`src/rtl/ivm_pkg.sv`:
```
// constants for the interrupt vector and mode control block
package ivm_pkg;
  // ==========================================================
  // register map (byte addresses)
  localparam logic [11:0] MODE_ADDR = 12'h000;
  localparam logic [11:0] STATUS_ADDR = 12'h004;
  localparam logic [11:0] CTRL_ADDR = 12'h008;

  // ==========================================================
  // global_interrupt_mode fields
  localparam int MODE_BIT = 15;
  localparam int VS7_BIT = 14;
  localparam int VS6_BIT = 13;
  localparam int VS1_BIT = 12;
  localparam int TT7_BIT = 10;
  localparam int TT6_BIT = 9;
  localparam int TT1_BIT = 8;
  localparam int VBASE_LSB = 5;
  localparam int VBASE_MSB = 7;
  localparam logic [15:0] MODE_RESET = 16'h0000;
  localparam logic [15:0] MODE_WMASK = 16'hf7e0;

  // ==========================================================
  // control register fields
  localparam int CTRL_STROBE_EN_BIT = 0;
  localparam int CTRL_L4V_BIT = 1;
  localparam int CTRL_CPU_DIS_BIT = 2;
  localparam logic [2:0] CTRL_RESET = 3'h0;

  // ==========================================================
  // status register fields
  localparam int STAT_P1_BIT = 0;
  localparam int STAT_P6_BIT = 1;
  localparam int STAT_P7_BIT = 2;
  localparam int STAT_LEVEL_LSB = 3;
  localparam int STAT_VEC_LSB = 8;

  // ==========================================================
  // vector encoding
  localparam logic [7:0] UNINIT_VECTOR = 8'h0f;
  localparam logic [4:0] CODE_LEVEL7 = 5'h17;
  localparam logic [4:0] CODE_LEVEL6 = 5'h16;
  localparam logic [4:0] CODE_LEVEL1 = 5'h11;
  localparam logic [4:0] CODE_ERROR = 5'h00;
  localparam logic [2:0] LEVEL_7 = 3'h7;
  localparam logic [2:0] LEVEL_6 = 3'h6;
  localparam logic [2:0] LEVEL_4 = 3'h4;
  localparam logic [2:0] LEVEL_1 = 3'h1;
  localparam logic [2:0] LEVEL_NONE = 3'h0;

  // ==========================================================
  // acknowledge cycle decode
  localparam logic [2:0] FC_IACK = 3'h7;
  localparam logic [3:0] ADDR_HI_IACK = 4'hf;

  typedef enum logic [1:0] {ST_IDLE, ST_DRIVE, ST_PASSIVE} ivm_ack_state_t;
endpackage

```
`src/rtl/ivm_line_trigger.sv`:
```
// one dedicated request line: synchroniser plus level/edge pending logic
`timescale 1ns/100ps
`default_nettype none
module ivm_line_trigger (
  input wire logic pclk,        // system clock
  input wire logic presetn,     // total system reset, active low
  input wire logic line_in_n,   // request pin, active low, asynchronous
  input wire logic edge_mode,   // 1 = falling edge, 0 = low level
  input wire logic ack_clear,   // acknowledge of this level, one cycle
  output logic pending          // request pending at this level
);
  logic sync_a;
  logic sync_b;
  logic prev_b;
  logic edge_latch;
  logic next_edge_latch;

  // ==========================================================
  // synchroniser, first stage read only by the second
  always_ff @(posedge pclk or negedge presetn) begin
    if (!presetn) begin
      sync_a <= 1'b1;
      sync_b <= 1'b1;
      prev_b <= 1'b1;
    end else begin
      sync_a <= line_in_n;
      sync_b <= sync_a;
      prev_b <= sync_b;
    end
  end

  // ==========================================================
  // edges count only in edge mode, so no stale request shows on a mode switch
  always_comb begin
    next_edge_latch = edge_latch;
    if (ack_clear) begin
      next_edge_latch = 1'b0;
    end
    if (edge_mode && prev_b && !sync_b) begin
      next_edge_latch = 1'b1;
    end
  end

  always_ff @(posedge pclk or negedge presetn) begin
    if (!presetn) begin
      edge_latch <= 1'b0;
    end else begin
      edge_latch <= next_edge_latch;
    end
  end

  // level mode follows the pin, so negating the line withdraws the request
  assign pending = edge_mode ? edge_latch : !sync_b;
endmodule
`default_nettype wire

```
`src/rtl/ivm_vector_ctrl.sv`:
```
// interrupt vector generation, acknowledge decode and global mode register
`timescale 1ns/100ps
`default_nettype none
module ivm_vector_ctrl (
  input wire logic pclk,                      // system clock
  input wire logic presetn,                   // total system reset, active low
  input wire logic psel,                      // apb select
  input wire logic penable,                   // apb enable
  input wire logic pwrite,                    // apb direction
  input wire logic [11:0] paddr,              // apb byte address
  input wire logic [31:0] pwdata,             // apb write data
  output logic [31:0] prdata,                 // apb read data
  output logic pready,                        // apb ready
  output logic pslverr,                       // apb error on unmapped address
  input wire logic level7_request_in_n,       // dedicated level 7 pin
  input wire logic level6_request_in_n,       // dedicated level 6 pin
  input wire logic level1_request_in_n,       // dedicated level 1 pin
  input wire logic [2:0] encoded_priority_in_n, // encoded level pins
  input wire logic autovector_request_n,      // autovector pin
  input wire logic [15:0] internal_source_request, // pending unmasked level-4 sources
  input wire logic bus_addr_strobe,           // core address strobe
  input wire logic [2:0] bus_fc,              // core function code
  input wire logic [3:0] bus_addr_hi,         // core address bits 19..16
  input wire logic [2:0] bus_addr_lo,         // core address bits 3..1
  output logic [2:0] core_request_level,      // level presented to the core
  output logic [2:0] forwarded_request_out_n, // forwarded level, core disabled
  output logic [7:0] vector_data_out,         // vector onto data bus
  output logic vector_data_oe,                // data bus drive enable
  output logic dtack_out_n,                   // transfer acknowledge out
  output logic dtack_oe,                      // transfer acknowledge drive enable
  output logic level7_ack_strobe_n,           // level 7 acknowledge strobe
  output logic level6_ack_strobe_n,           // level 6 acknowledge strobe
  output logic level1_ack_strobe_n,           // level 1 acknowledge strobe
  output logic ack_strobe_pins_en,            // strobe pins own the port pins
  output logic internal_ack_valid,            // level-4 vector handed over
  output logic [4:0] internal_ack_code        // source code of that vector
);
  logic [15:0] global_interrupt_mode;
  logic [15:0] next_global_interrupt_mode;
  logic base_written;
  logic next_base_written;
  logic [2:0] port_b_control;
  logic [2:0] next_port_b_control;
  logic [31:0] next_prdata;
  logic next_pready;
  logic next_pslverr;
  logic [2:0] ipl_a;
  logic [2:0] ipl_b;
  logic avrq_a;
  logic avrq_b;
  logic pend7;
  logic pend6;
  logic pend1;
  logic [2:0] ext_level;
  logic [2:0] next_core_request_level;
  logic [2:0] next_forwarded_n;
  logic [4:0] int_code;
  logic iack_active;
  logic ack_start;
  logic [2:0] ack_level;
  ivm_pkg::ivm_ack_state_t state;
  ivm_pkg::ivm_ack_state_t next_state;
  logic supply;
  logic [4:0] low_code;
  logic [7:0] next_vector;
  logic next_vector_oe;
  logic next_dtack_n;
  logic next_dtack_oe;
  logic next_int_valid;
  logic [4:0] next_int_code;
  logic [2:0] next_strobe_n;
  logic apb_done;
  logic apb_hit_mode;
  logic apb_hit_stat;
  logic apb_hit_ctrl;
  logic dedicated;
  logic cpu_disabled;

  assign dedicated = global_interrupt_mode[ivm_pkg::MODE_BIT];
  assign cpu_disabled = port_b_control[ivm_pkg::CTRL_CPU_DIS_BIT];

  // ==========================================================
  // pin synchronisers
  always_ff @(posedge pclk or negedge presetn) begin
    if (!presetn) begin
      ipl_a <= 3'h7;
      ipl_b <= 3'h7;
      avrq_a <= 1'b1;
      avrq_b <= 1'b1;
    end else begin
      ipl_a <= encoded_priority_in_n;
      ipl_b <= ipl_a;
      avrq_a <= autovector_request_n;
      avrq_b <= avrq_a;
    end
  end

  // ==========================================================
  // dedicated request lines
  assign iack_active = bus_addr_strobe && (bus_fc == ivm_pkg::FC_IACK) &&
                       (bus_addr_hi == ivm_pkg::ADDR_HI_IACK);
  assign ack_level = bus_addr_lo;
  assign ack_start = iack_active && (state == ivm_pkg::ST_IDLE);

  ivm_line_trigger u_line7 (
    .pclk(pclk),
    .presetn(presetn),
    .line_in_n(level7_request_in_n),
    .edge_mode(global_interrupt_mode[ivm_pkg::TT7_BIT]),
    .ack_clear(ack_start && (ack_level == ivm_pkg::LEVEL_7)),
    .pending(pend7)
  );

  ivm_line_trigger u_line6 (
    .pclk(pclk),
    .presetn(presetn),
    .line_in_n(level6_request_in_n),
    .edge_mode(global_interrupt_mode[ivm_pkg::TT6_BIT]),
    .ack_clear(ack_start && (ack_level == ivm_pkg::LEVEL_6)),
    .pending(pend6)
  );

  ivm_line_trigger u_line1 (
    .pclk(pclk),
    .presetn(presetn),
    .line_in_n(level1_request_in_n),
    .edge_mode(global_interrupt_mode[ivm_pkg::TT1_BIT]),
    .ack_clear(ack_start && (ack_level == ivm_pkg::LEVEL_1)),
    .pending(pend1)
  );

  // ==========================================================
  // request level towards the core and forwarded pins
  always_comb begin
    ext_level = ivm_pkg::LEVEL_NONE;
    if (dedicated) begin
      if (pend7) begin
        ext_level = ivm_pkg::LEVEL_7;
      end else if (pend6) begin
        ext_level = ivm_pkg::LEVEL_6;
      end else if (pend1) begin
        ext_level = ivm_pkg::LEVEL_1;
      end
    end else begin
      ext_level = ~ipl_b;
    end
    next_core_request_level = ext_level;
    if (|internal_source_request[15:1] && (ext_level < ivm_pkg::LEVEL_4)) begin
      next_core_request_level = ivm_pkg::LEVEL_4;
    end
    next_forwarded_n = 3'h7;
    if (cpu_disabled) begin
      next_forwarded_n = ~next_core_request_level;
    end
  end

  // bit index equals the source code, bit 15 highest; bit 0 stays the error slot
  always_comb begin
    int_code = ivm_pkg::CODE_ERROR;
    for (int i = 1; i < 16; i++) begin
      if (internal_source_request[i]) begin
        int_code = 5'(i);
      end
    end
  end

  // ==========================================================
  // acknowledge cycle handling
  always_comb begin
    supply = 1'b0;
    low_code = ivm_pkg::CODE_ERROR;
    case (ack_level)
      ivm_pkg::LEVEL_7: begin
        supply = !global_interrupt_mode[ivm_pkg::VS7_BIT];
        low_code = ivm_pkg::CODE_LEVEL7;
      end
      ivm_pkg::LEVEL_6: begin
        supply = !global_interrupt_mode[ivm_pkg::VS6_BIT];
        low_code = ivm_pkg::CODE_LEVEL6;
      end
      ivm_pkg::LEVEL_1: begin
        supply = !global_interrupt_mode[ivm_pkg::VS1_BIT];
        low_code = ivm_pkg::CODE_LEVEL1;
      end
      ivm_pkg::LEVEL_4: begin
        // a disabled core leaves level-4 vectors to the host unless enabled
        supply = !cpu_disabled || port_b_control[ivm_pkg::CTRL_L4V_BIT];
        low_code = int_code;
      end
      default: begin
        supply = 1'b0;
        low_code = ivm_pkg::CODE_ERROR;
      end
    endcase
    // autovector overrides every vector except level 4, so stay off the bus for it
    if (!avrq_b && (ack_level != ivm_pkg::LEVEL_4)) begin
      supply = 1'b0;
    end
  end

  always_comb begin
    next_state = state;
    next_vector = vector_data_out;
    next_vector_oe = vector_data_oe;
    next_dtack_n = dtack_out_n;
    next_dtack_oe = dtack_oe;
    next_int_valid = 1'b0;
    next_int_code = internal_ack_code;
    case (state)
      ivm_pkg::ST_IDLE: begin
        if (iack_active) begin
          if (supply) begin
            next_state = ivm_pkg::ST_DRIVE;
            next_vector = base_written ?
              {global_interrupt_mode[ivm_pkg::VBASE_MSB:ivm_pkg::VBASE_LSB], low_code} :
              ivm_pkg::UNINIT_VECTOR;
            next_vector_oe = 1'b1;
            next_dtack_n = 1'b0;
            next_dtack_oe = 1'b1;
            if (ack_level == ivm_pkg::LEVEL_4) begin
              next_int_valid = 1'b1;
              next_int_code = low_code;
            end
          end else begin
            next_state = ivm_pkg::ST_PASSIVE;
          end
        end
      end
      ivm_pkg::ST_DRIVE: begin
        if (!iack_active) begin
          next_state = ivm_pkg::ST_IDLE;
          next_vector_oe = 1'b0;
          next_dtack_n = 1'b1;
          next_dtack_oe = 1'b0;
        end
      end
      ivm_pkg::ST_PASSIVE: begin
        if (!iack_active) begin
          next_state = ivm_pkg::ST_IDLE;
        end
      end
      default: begin
        next_state = ivm_pkg::ST_IDLE;
        next_vector_oe = 1'b0;
        next_dtack_n = 1'b1;
        next_dtack_oe = 1'b0;
      end
    endcase
    next_strobe_n = 3'h7;
    if (iack_active && port_b_control[ivm_pkg::CTRL_STROBE_EN_BIT]) begin
      next_strobe_n[2] = (ack_level != ivm_pkg::LEVEL_7);
      next_strobe_n[1] = (ack_level != ivm_pkg::LEVEL_6);
      next_strobe_n[0] = (ack_level != ivm_pkg::LEVEL_1);
    end
  end

  always_ff @(posedge pclk or negedge presetn) begin
    if (!presetn) begin
      state <= ivm_pkg::ST_IDLE;
      vector_data_out <= 8'h00;
      vector_data_oe <= 1'b0;
      dtack_out_n <= 1'b1;
      dtack_oe <= 1'b0;
      internal_ack_valid <= 1'b0;
      internal_ack_code <= 5'h00;
      level7_ack_strobe_n <= 1'b1;
      level6_ack_strobe_n <= 1'b1;
      level1_ack_strobe_n <= 1'b1;
      ack_strobe_pins_en <= 1'b0;
      core_request_level <= 3'h0;
      forwarded_request_out_n <= 3'h7;
    end else begin
      state <= next_state;
      vector_data_out <= next_vector;
      vector_data_oe <= next_vector_oe;
      dtack_out_n <= next_dtack_n;
      dtack_oe <= next_dtack_oe;
      internal_ack_valid <= next_int_valid;
      internal_ack_code <= next_int_code;
      level7_ack_strobe_n <= next_strobe_n[2];
      level6_ack_strobe_n <= next_strobe_n[1];
      level1_ack_strobe_n <= next_strobe_n[0];
      ack_strobe_pins_en <= port_b_control[ivm_pkg::CTRL_STROBE_EN_BIT];
      core_request_level <= next_core_request_level;
      forwarded_request_out_n <= next_forwarded_n;
    end
  end

  // ==========================================================
  // apb slave: one wait state, answer registered
  assign apb_done = psel && penable && pready;
  assign apb_hit_mode = (paddr == ivm_pkg::MODE_ADDR);
  assign apb_hit_stat = (paddr == ivm_pkg::STATUS_ADDR);
  assign apb_hit_ctrl = (paddr == ivm_pkg::CTRL_ADDR);

  always_comb begin
    next_global_interrupt_mode = global_interrupt_mode;
    next_base_written = base_written;
    next_port_b_control = port_b_control;
    next_pready = 1'b0;
    next_prdata = 32'h0000_0000;
    next_pslverr = 1'b0;
    if (psel && penable && !pready) begin
      next_pready = 1'b1;
      next_pslverr = !(apb_hit_mode || apb_hit_stat || apb_hit_ctrl);
      if (!pwrite) begin
        if (apb_hit_mode) begin
          next_prdata = {16'h0000, global_interrupt_mode};
        end else if (apb_hit_ctrl) begin
          next_prdata = {29'h0000_0000, port_b_control};
        end else if (apb_hit_stat) begin
          next_prdata[ivm_pkg::STAT_P1_BIT] = pend1;
          next_prdata[ivm_pkg::STAT_P6_BIT] = pend6;
          next_prdata[ivm_pkg::STAT_P7_BIT] = pend7;
          next_prdata[ivm_pkg::STAT_LEVEL_LSB +: 3] = core_request_level;
          next_prdata[ivm_pkg::STAT_VEC_LSB +: 8] = vector_data_out;
        end
      end
    end
    if (apb_done && pwrite) begin
      if (apb_hit_mode) begin
        next_global_interrupt_mode = pwdata[15:0] & ivm_pkg::MODE_WMASK;
        next_base_written = 1'b1;
      end
      if (apb_hit_ctrl) begin
        next_port_b_control = pwdata[2:0];
      end
    end
  end

  always_ff @(posedge pclk or negedge presetn) begin
    if (!presetn) begin
      global_interrupt_mode <= ivm_pkg::MODE_RESET;
      base_written <= 1'b0;
      port_b_control <= ivm_pkg::CTRL_RESET;
      prdata <= 32'h0000_0000;
      pready <= 1'b0;
      pslverr <= 1'b0;
    end else begin
      global_interrupt_mode <= next_global_interrupt_mode;
      base_written <= next_base_written;
      port_b_control <= next_port_b_control;
      prdata <= next_prdata;
      pready <= next_pready;
      pslverr <= next_pslverr;
    end
  end
endmodule
`default_nettype wire

```
`config.mk`:
```
export PLATFORM = sky130hd
export DESIGN_NAME = ivm_vector_ctrl
export DESIGN_NICKNAME = d
export VERILOG_FILES = /design/src/rtl/ivm_pkg.sv /design/src/rtl/ivm_line_trigger.sv /design/src/rtl/ivm_vector_ctrl.sv
export SDC_FILE = /design/constraint.sdc
export NUM_CORES = 1
export LEC_CHECK = 0
export ABC_AREA = 1
export BUFFER_PORTS_ARGS = -buffer_cell sky130_fd_sc_hd__buf_2
export CORE_MARGIN = 5
export CORE_UTILIZATION = 48
export DETAILED_ROUTE_END_ITERATION = 10
export PLACE_DENSITY_LB_ADDON = 0.05
export SLEW_MARGIN = 20
export SYNTH_ARGS = -nofsm -noshare
export SYNTH_HDL_FRONTEND = slang
export SYNTH_SLANG_ARGS = --single-unit
```
`constraint.sdc`:
```
create_clock -name pclk -period 1.9 [get_ports pclk]
set_input_delay 0.475 -clock pclk [delete_from_list [all_inputs] [get_ports pclk]]
set_output_delay 0.475 -clock pclk [all_outputs]
set_load 0.01 [all_outputs]
```
==> qor.txt <==
GRT Total Usage: 0.177
Total gr overflow: 0
Slew Limit Fails: 0
Ys async rst share: 1.00
Post-synthesis sequential area ratio: 0.581
Routed WL per cell: 12.6 um
CP arrival: 1.93 ns
Ant diodes: 0
Setup crit end kind: flop
CTS Hold Buffers Added: 0
Setup slack at placement: 0.0306 ns
Finish-stage setup viols: 0
Yosys cell types: 36
Drt drc: 0
First-pass GRT wire length: 12.1 mm
Final Hold Viols: 0
Core Area: 7180 um^2
Crit-path max FO: 9
Gp weighted congestion: 0.825
Nets: 591
Total CTS buffers: 9
Peak supply drop: 0.386 mV
Max Freq: 591 MHz
CP max-delay cell: dfrtp_1
Crit Path Category: flop to flop
RSZ-0062 raised after global routing: no
Mapped cell area: 3500 um^2
Vias in the first global route: 2,645
PortBufs: 107
WL met2: 3.89 mm
Power Total: 3.46 mW
Post-cts sizing count: 0
Finished Layout Cells: 609
Largest net degree at the start of global routing: 33
DR vias/cell: 4.51
Die Y: 95.4 um
Area grow syn2layout: 25.6%
CTS tree: done
Power Density: 787 nW/um^2
Setup ws final: 0.207 ns
Syn Inst Count: 374
Hold Path Class: input port to asynchronous set/reset pin
Outcome: finished, final reports clean
Drt first pass iters: 4
Pleak: 2.41 nW
# clock sinks: 80
Initial antenna violation count: 0
Final Cycle Share: 0.891
CP startpoint kind: flop
Metal1 wirelength: 3.23 mm
Clock edge transition at the registers on the reported setup and hold paths: 0.08 ns
Flops & latches, synth: 80
Setup TNS: 0 ns
Ports: 144
Top_reg_cell synth: dfrtp_1
Later-pin clock latency in the skew report: 0.35 ns
Clk_skew: 0.00708 ns
Fin crit period: 1.69 ns
Setup Buffers After CTS: 0
DRT iter0 DRCs: 77
Post-synth EDFFs: 0
DRT antenna net count: 0
Initial core utilization: 0.487
Routed wl met3: 498 um
Clock tree root driver cell: clkbuf_8
Syn_area_per_cell: 9.35 um^2
Routed wire length: 7.69 mm
Dpl cells: 593
Die X: 95.4 um
Core Rows: 31
Critical path, cell by cell: inv_1 -> o21ai_1 -> o21ai_1 -> inv_1 -> o221ai_2 -> o21ai_2 -> inv_2 -> nand2_4 -> inv_4 -> nand2_4 -> clkinv_4 -> nand2_2 -> nand3_1
Vias: 2,749
Die Area: 9090 um^2
Share of layout cells above drive strength 1: 0.371
Clock buffer depth: 2
Yosys warns: 0
DP Wirelength: 6.15 mm
Highest Signal Layer: met4
Max-cap violations: 0
CP peak stage delay: 0.43 ns
Minimum hold slack: 0.0502 ns
CP required: 2.13 ns
H-Tree Depth: 3
## through the flow
step / utilization / cell area [um^2]
2_1_floorplan: - / 3550
3_3_place_gp: 0.585 / 4200
3_5_place_dp: 0.585 / 4200
4_1_cts: 0.612 / 4390
5_1_grt: 0.612 / 4390
6_report: 0.612 / 4390
## worst max-delay path, delay by kind of cell, from the launching register on
kind                   cells  cell delay, ns
AOI/OAI and AO/OA          4            0.40
buffers and inverters      5            0.37
DFF                        1            0.43
and+or+nand+nor            4            0.38
## final timing paths
check / cells past startpoint / slack, ns / from / to
min in group pclk: 1 / 0.22 / level7_request_in_n / u_line7.sync_a$_DFF_PN1_
worst min-delay path: 1 / 0.05 / presetn / core_request_level[2]$_DFF_PN0_
worst max-delay path: 13 / 0.21 / port_b_control[2]$_DFFE_PN0P_ / vector_data_out[3]$_DFFE_PN0P_
max in group asynchronous: 2 / 1.25 / presetn / forwarded_request_out_n[0]$_DFF_PN1_
worst max register to register: 13 / 0.21 / port_b_control[2]$_DFFE_PN0P_ / vector_data_out[3]$_DFFE_PN0P_
worst min register to register: 0 / 0.36 / ipl_a[0]$_DFF_PN1_ / ipl_b[0]$_DFF_PN1_
## placed cells by master (no fill, tap or decap), types with 2 or more instances in the layout
cell type / synthesis / layout
buf_2: 0 / 106
nand2_1: 94 / 94
dfrtp_1: 56 / 56
inv_1: 50 / 50
nor2_1: 35 / 35
dfstp_2: 24 / 24
a21oi_1: 22 / 22
buf_4: 17 / 17
conb_1: 1 / 16
o21ai_0: 14 / 14
clkbuf_8: 0 / 10
nand3_1: 9 / 9
mux2_2: 6 / 6
nor4_1: 4 / 4
inv_2: 4 / 4
o21ai_1: 4 / 4
nor3_1: 3 / 3
o21ai_2: 3 / 3
ha_1: 3 / 3
clkinv_2: 0 / 3
o211ai_1: 2 / 2
nor2_4: 2 / 2
nand2_4: 2 / 2
nand2_2: 2 / 2
a22o_1: 2 / 2
a2bb2oi_1: 2 / 2
## cells by family (layout without fill, tap and decap cells)
logic type                 after synthesis  count (layout)  synth area share
muxes                                    7               7            0.0225
buffers and inverters                   75             196             0.103
other                                    1              16           0.00107
DFF                                     80              80             0.581
AOI/OAI and AO/OA                       53              53            0.0923
adders and majority gates                3               3            0.0107
and+or+nand+nor                        155             155             0.189
## registers in the layout (all words and copies together), names as in the netlist, 3 cells and up
signal and flops:
vector_data_out 8, prdata 16, internal_ack_code 5, port_b_control 3, ipl_b 3, core_request_level 3, forwarded_request_out_n 3, ipl_a 3
global_interrupt_mode 10
## cell usage after synthesis, types with 4 or more instances
library cell   n  area [um^2]
a21oi_1       22          110
mux2_2         6         67.6
buf_4         17          128
o21ai_1        4         20.0
nor4_1         4         25.0
inv_2          4         15.0
nand2_1       94          353
dfrtp_1       56         1400
nand3_1        9         45.0
dfstp_2       24          631
inv_1         50          188
nor2_1        35          131
o21ai_0       14         70.1
## power by group
group | internal, mW | leakage [nW] | switching (mW)
sequential | 1.79 | 0.958 | 0.0306
combinational | 0.163 | 1.35 | 0.249
clock | 0.641 | 0.103 | 0.589
total | 2.59 | 2.41 | 0.868
## final cells by class
class | instances | area, um^2
Inverter | 57 | 221
Multi-Input combinational cell | 234 | 1160
Clock buffer | 11 | 141
Timing Repair Buffer | 123 | 658
Fill cell | 651 | 2780
Tap cell | 99 | 124
Sequential cell | 80 | 2030
Clock inverter | 5 | 53.8
## routing by layer
layer | GRT usage | up-vias
met1 | 0.214 | 1266
li1 | - | 1411
met2 | 0.308 | 66
met4 | 0.0433 | 0
met5 | 0 | -
met3 | 0.0521 | 6
Note: power is estimated with default switching activity, not from simulation.
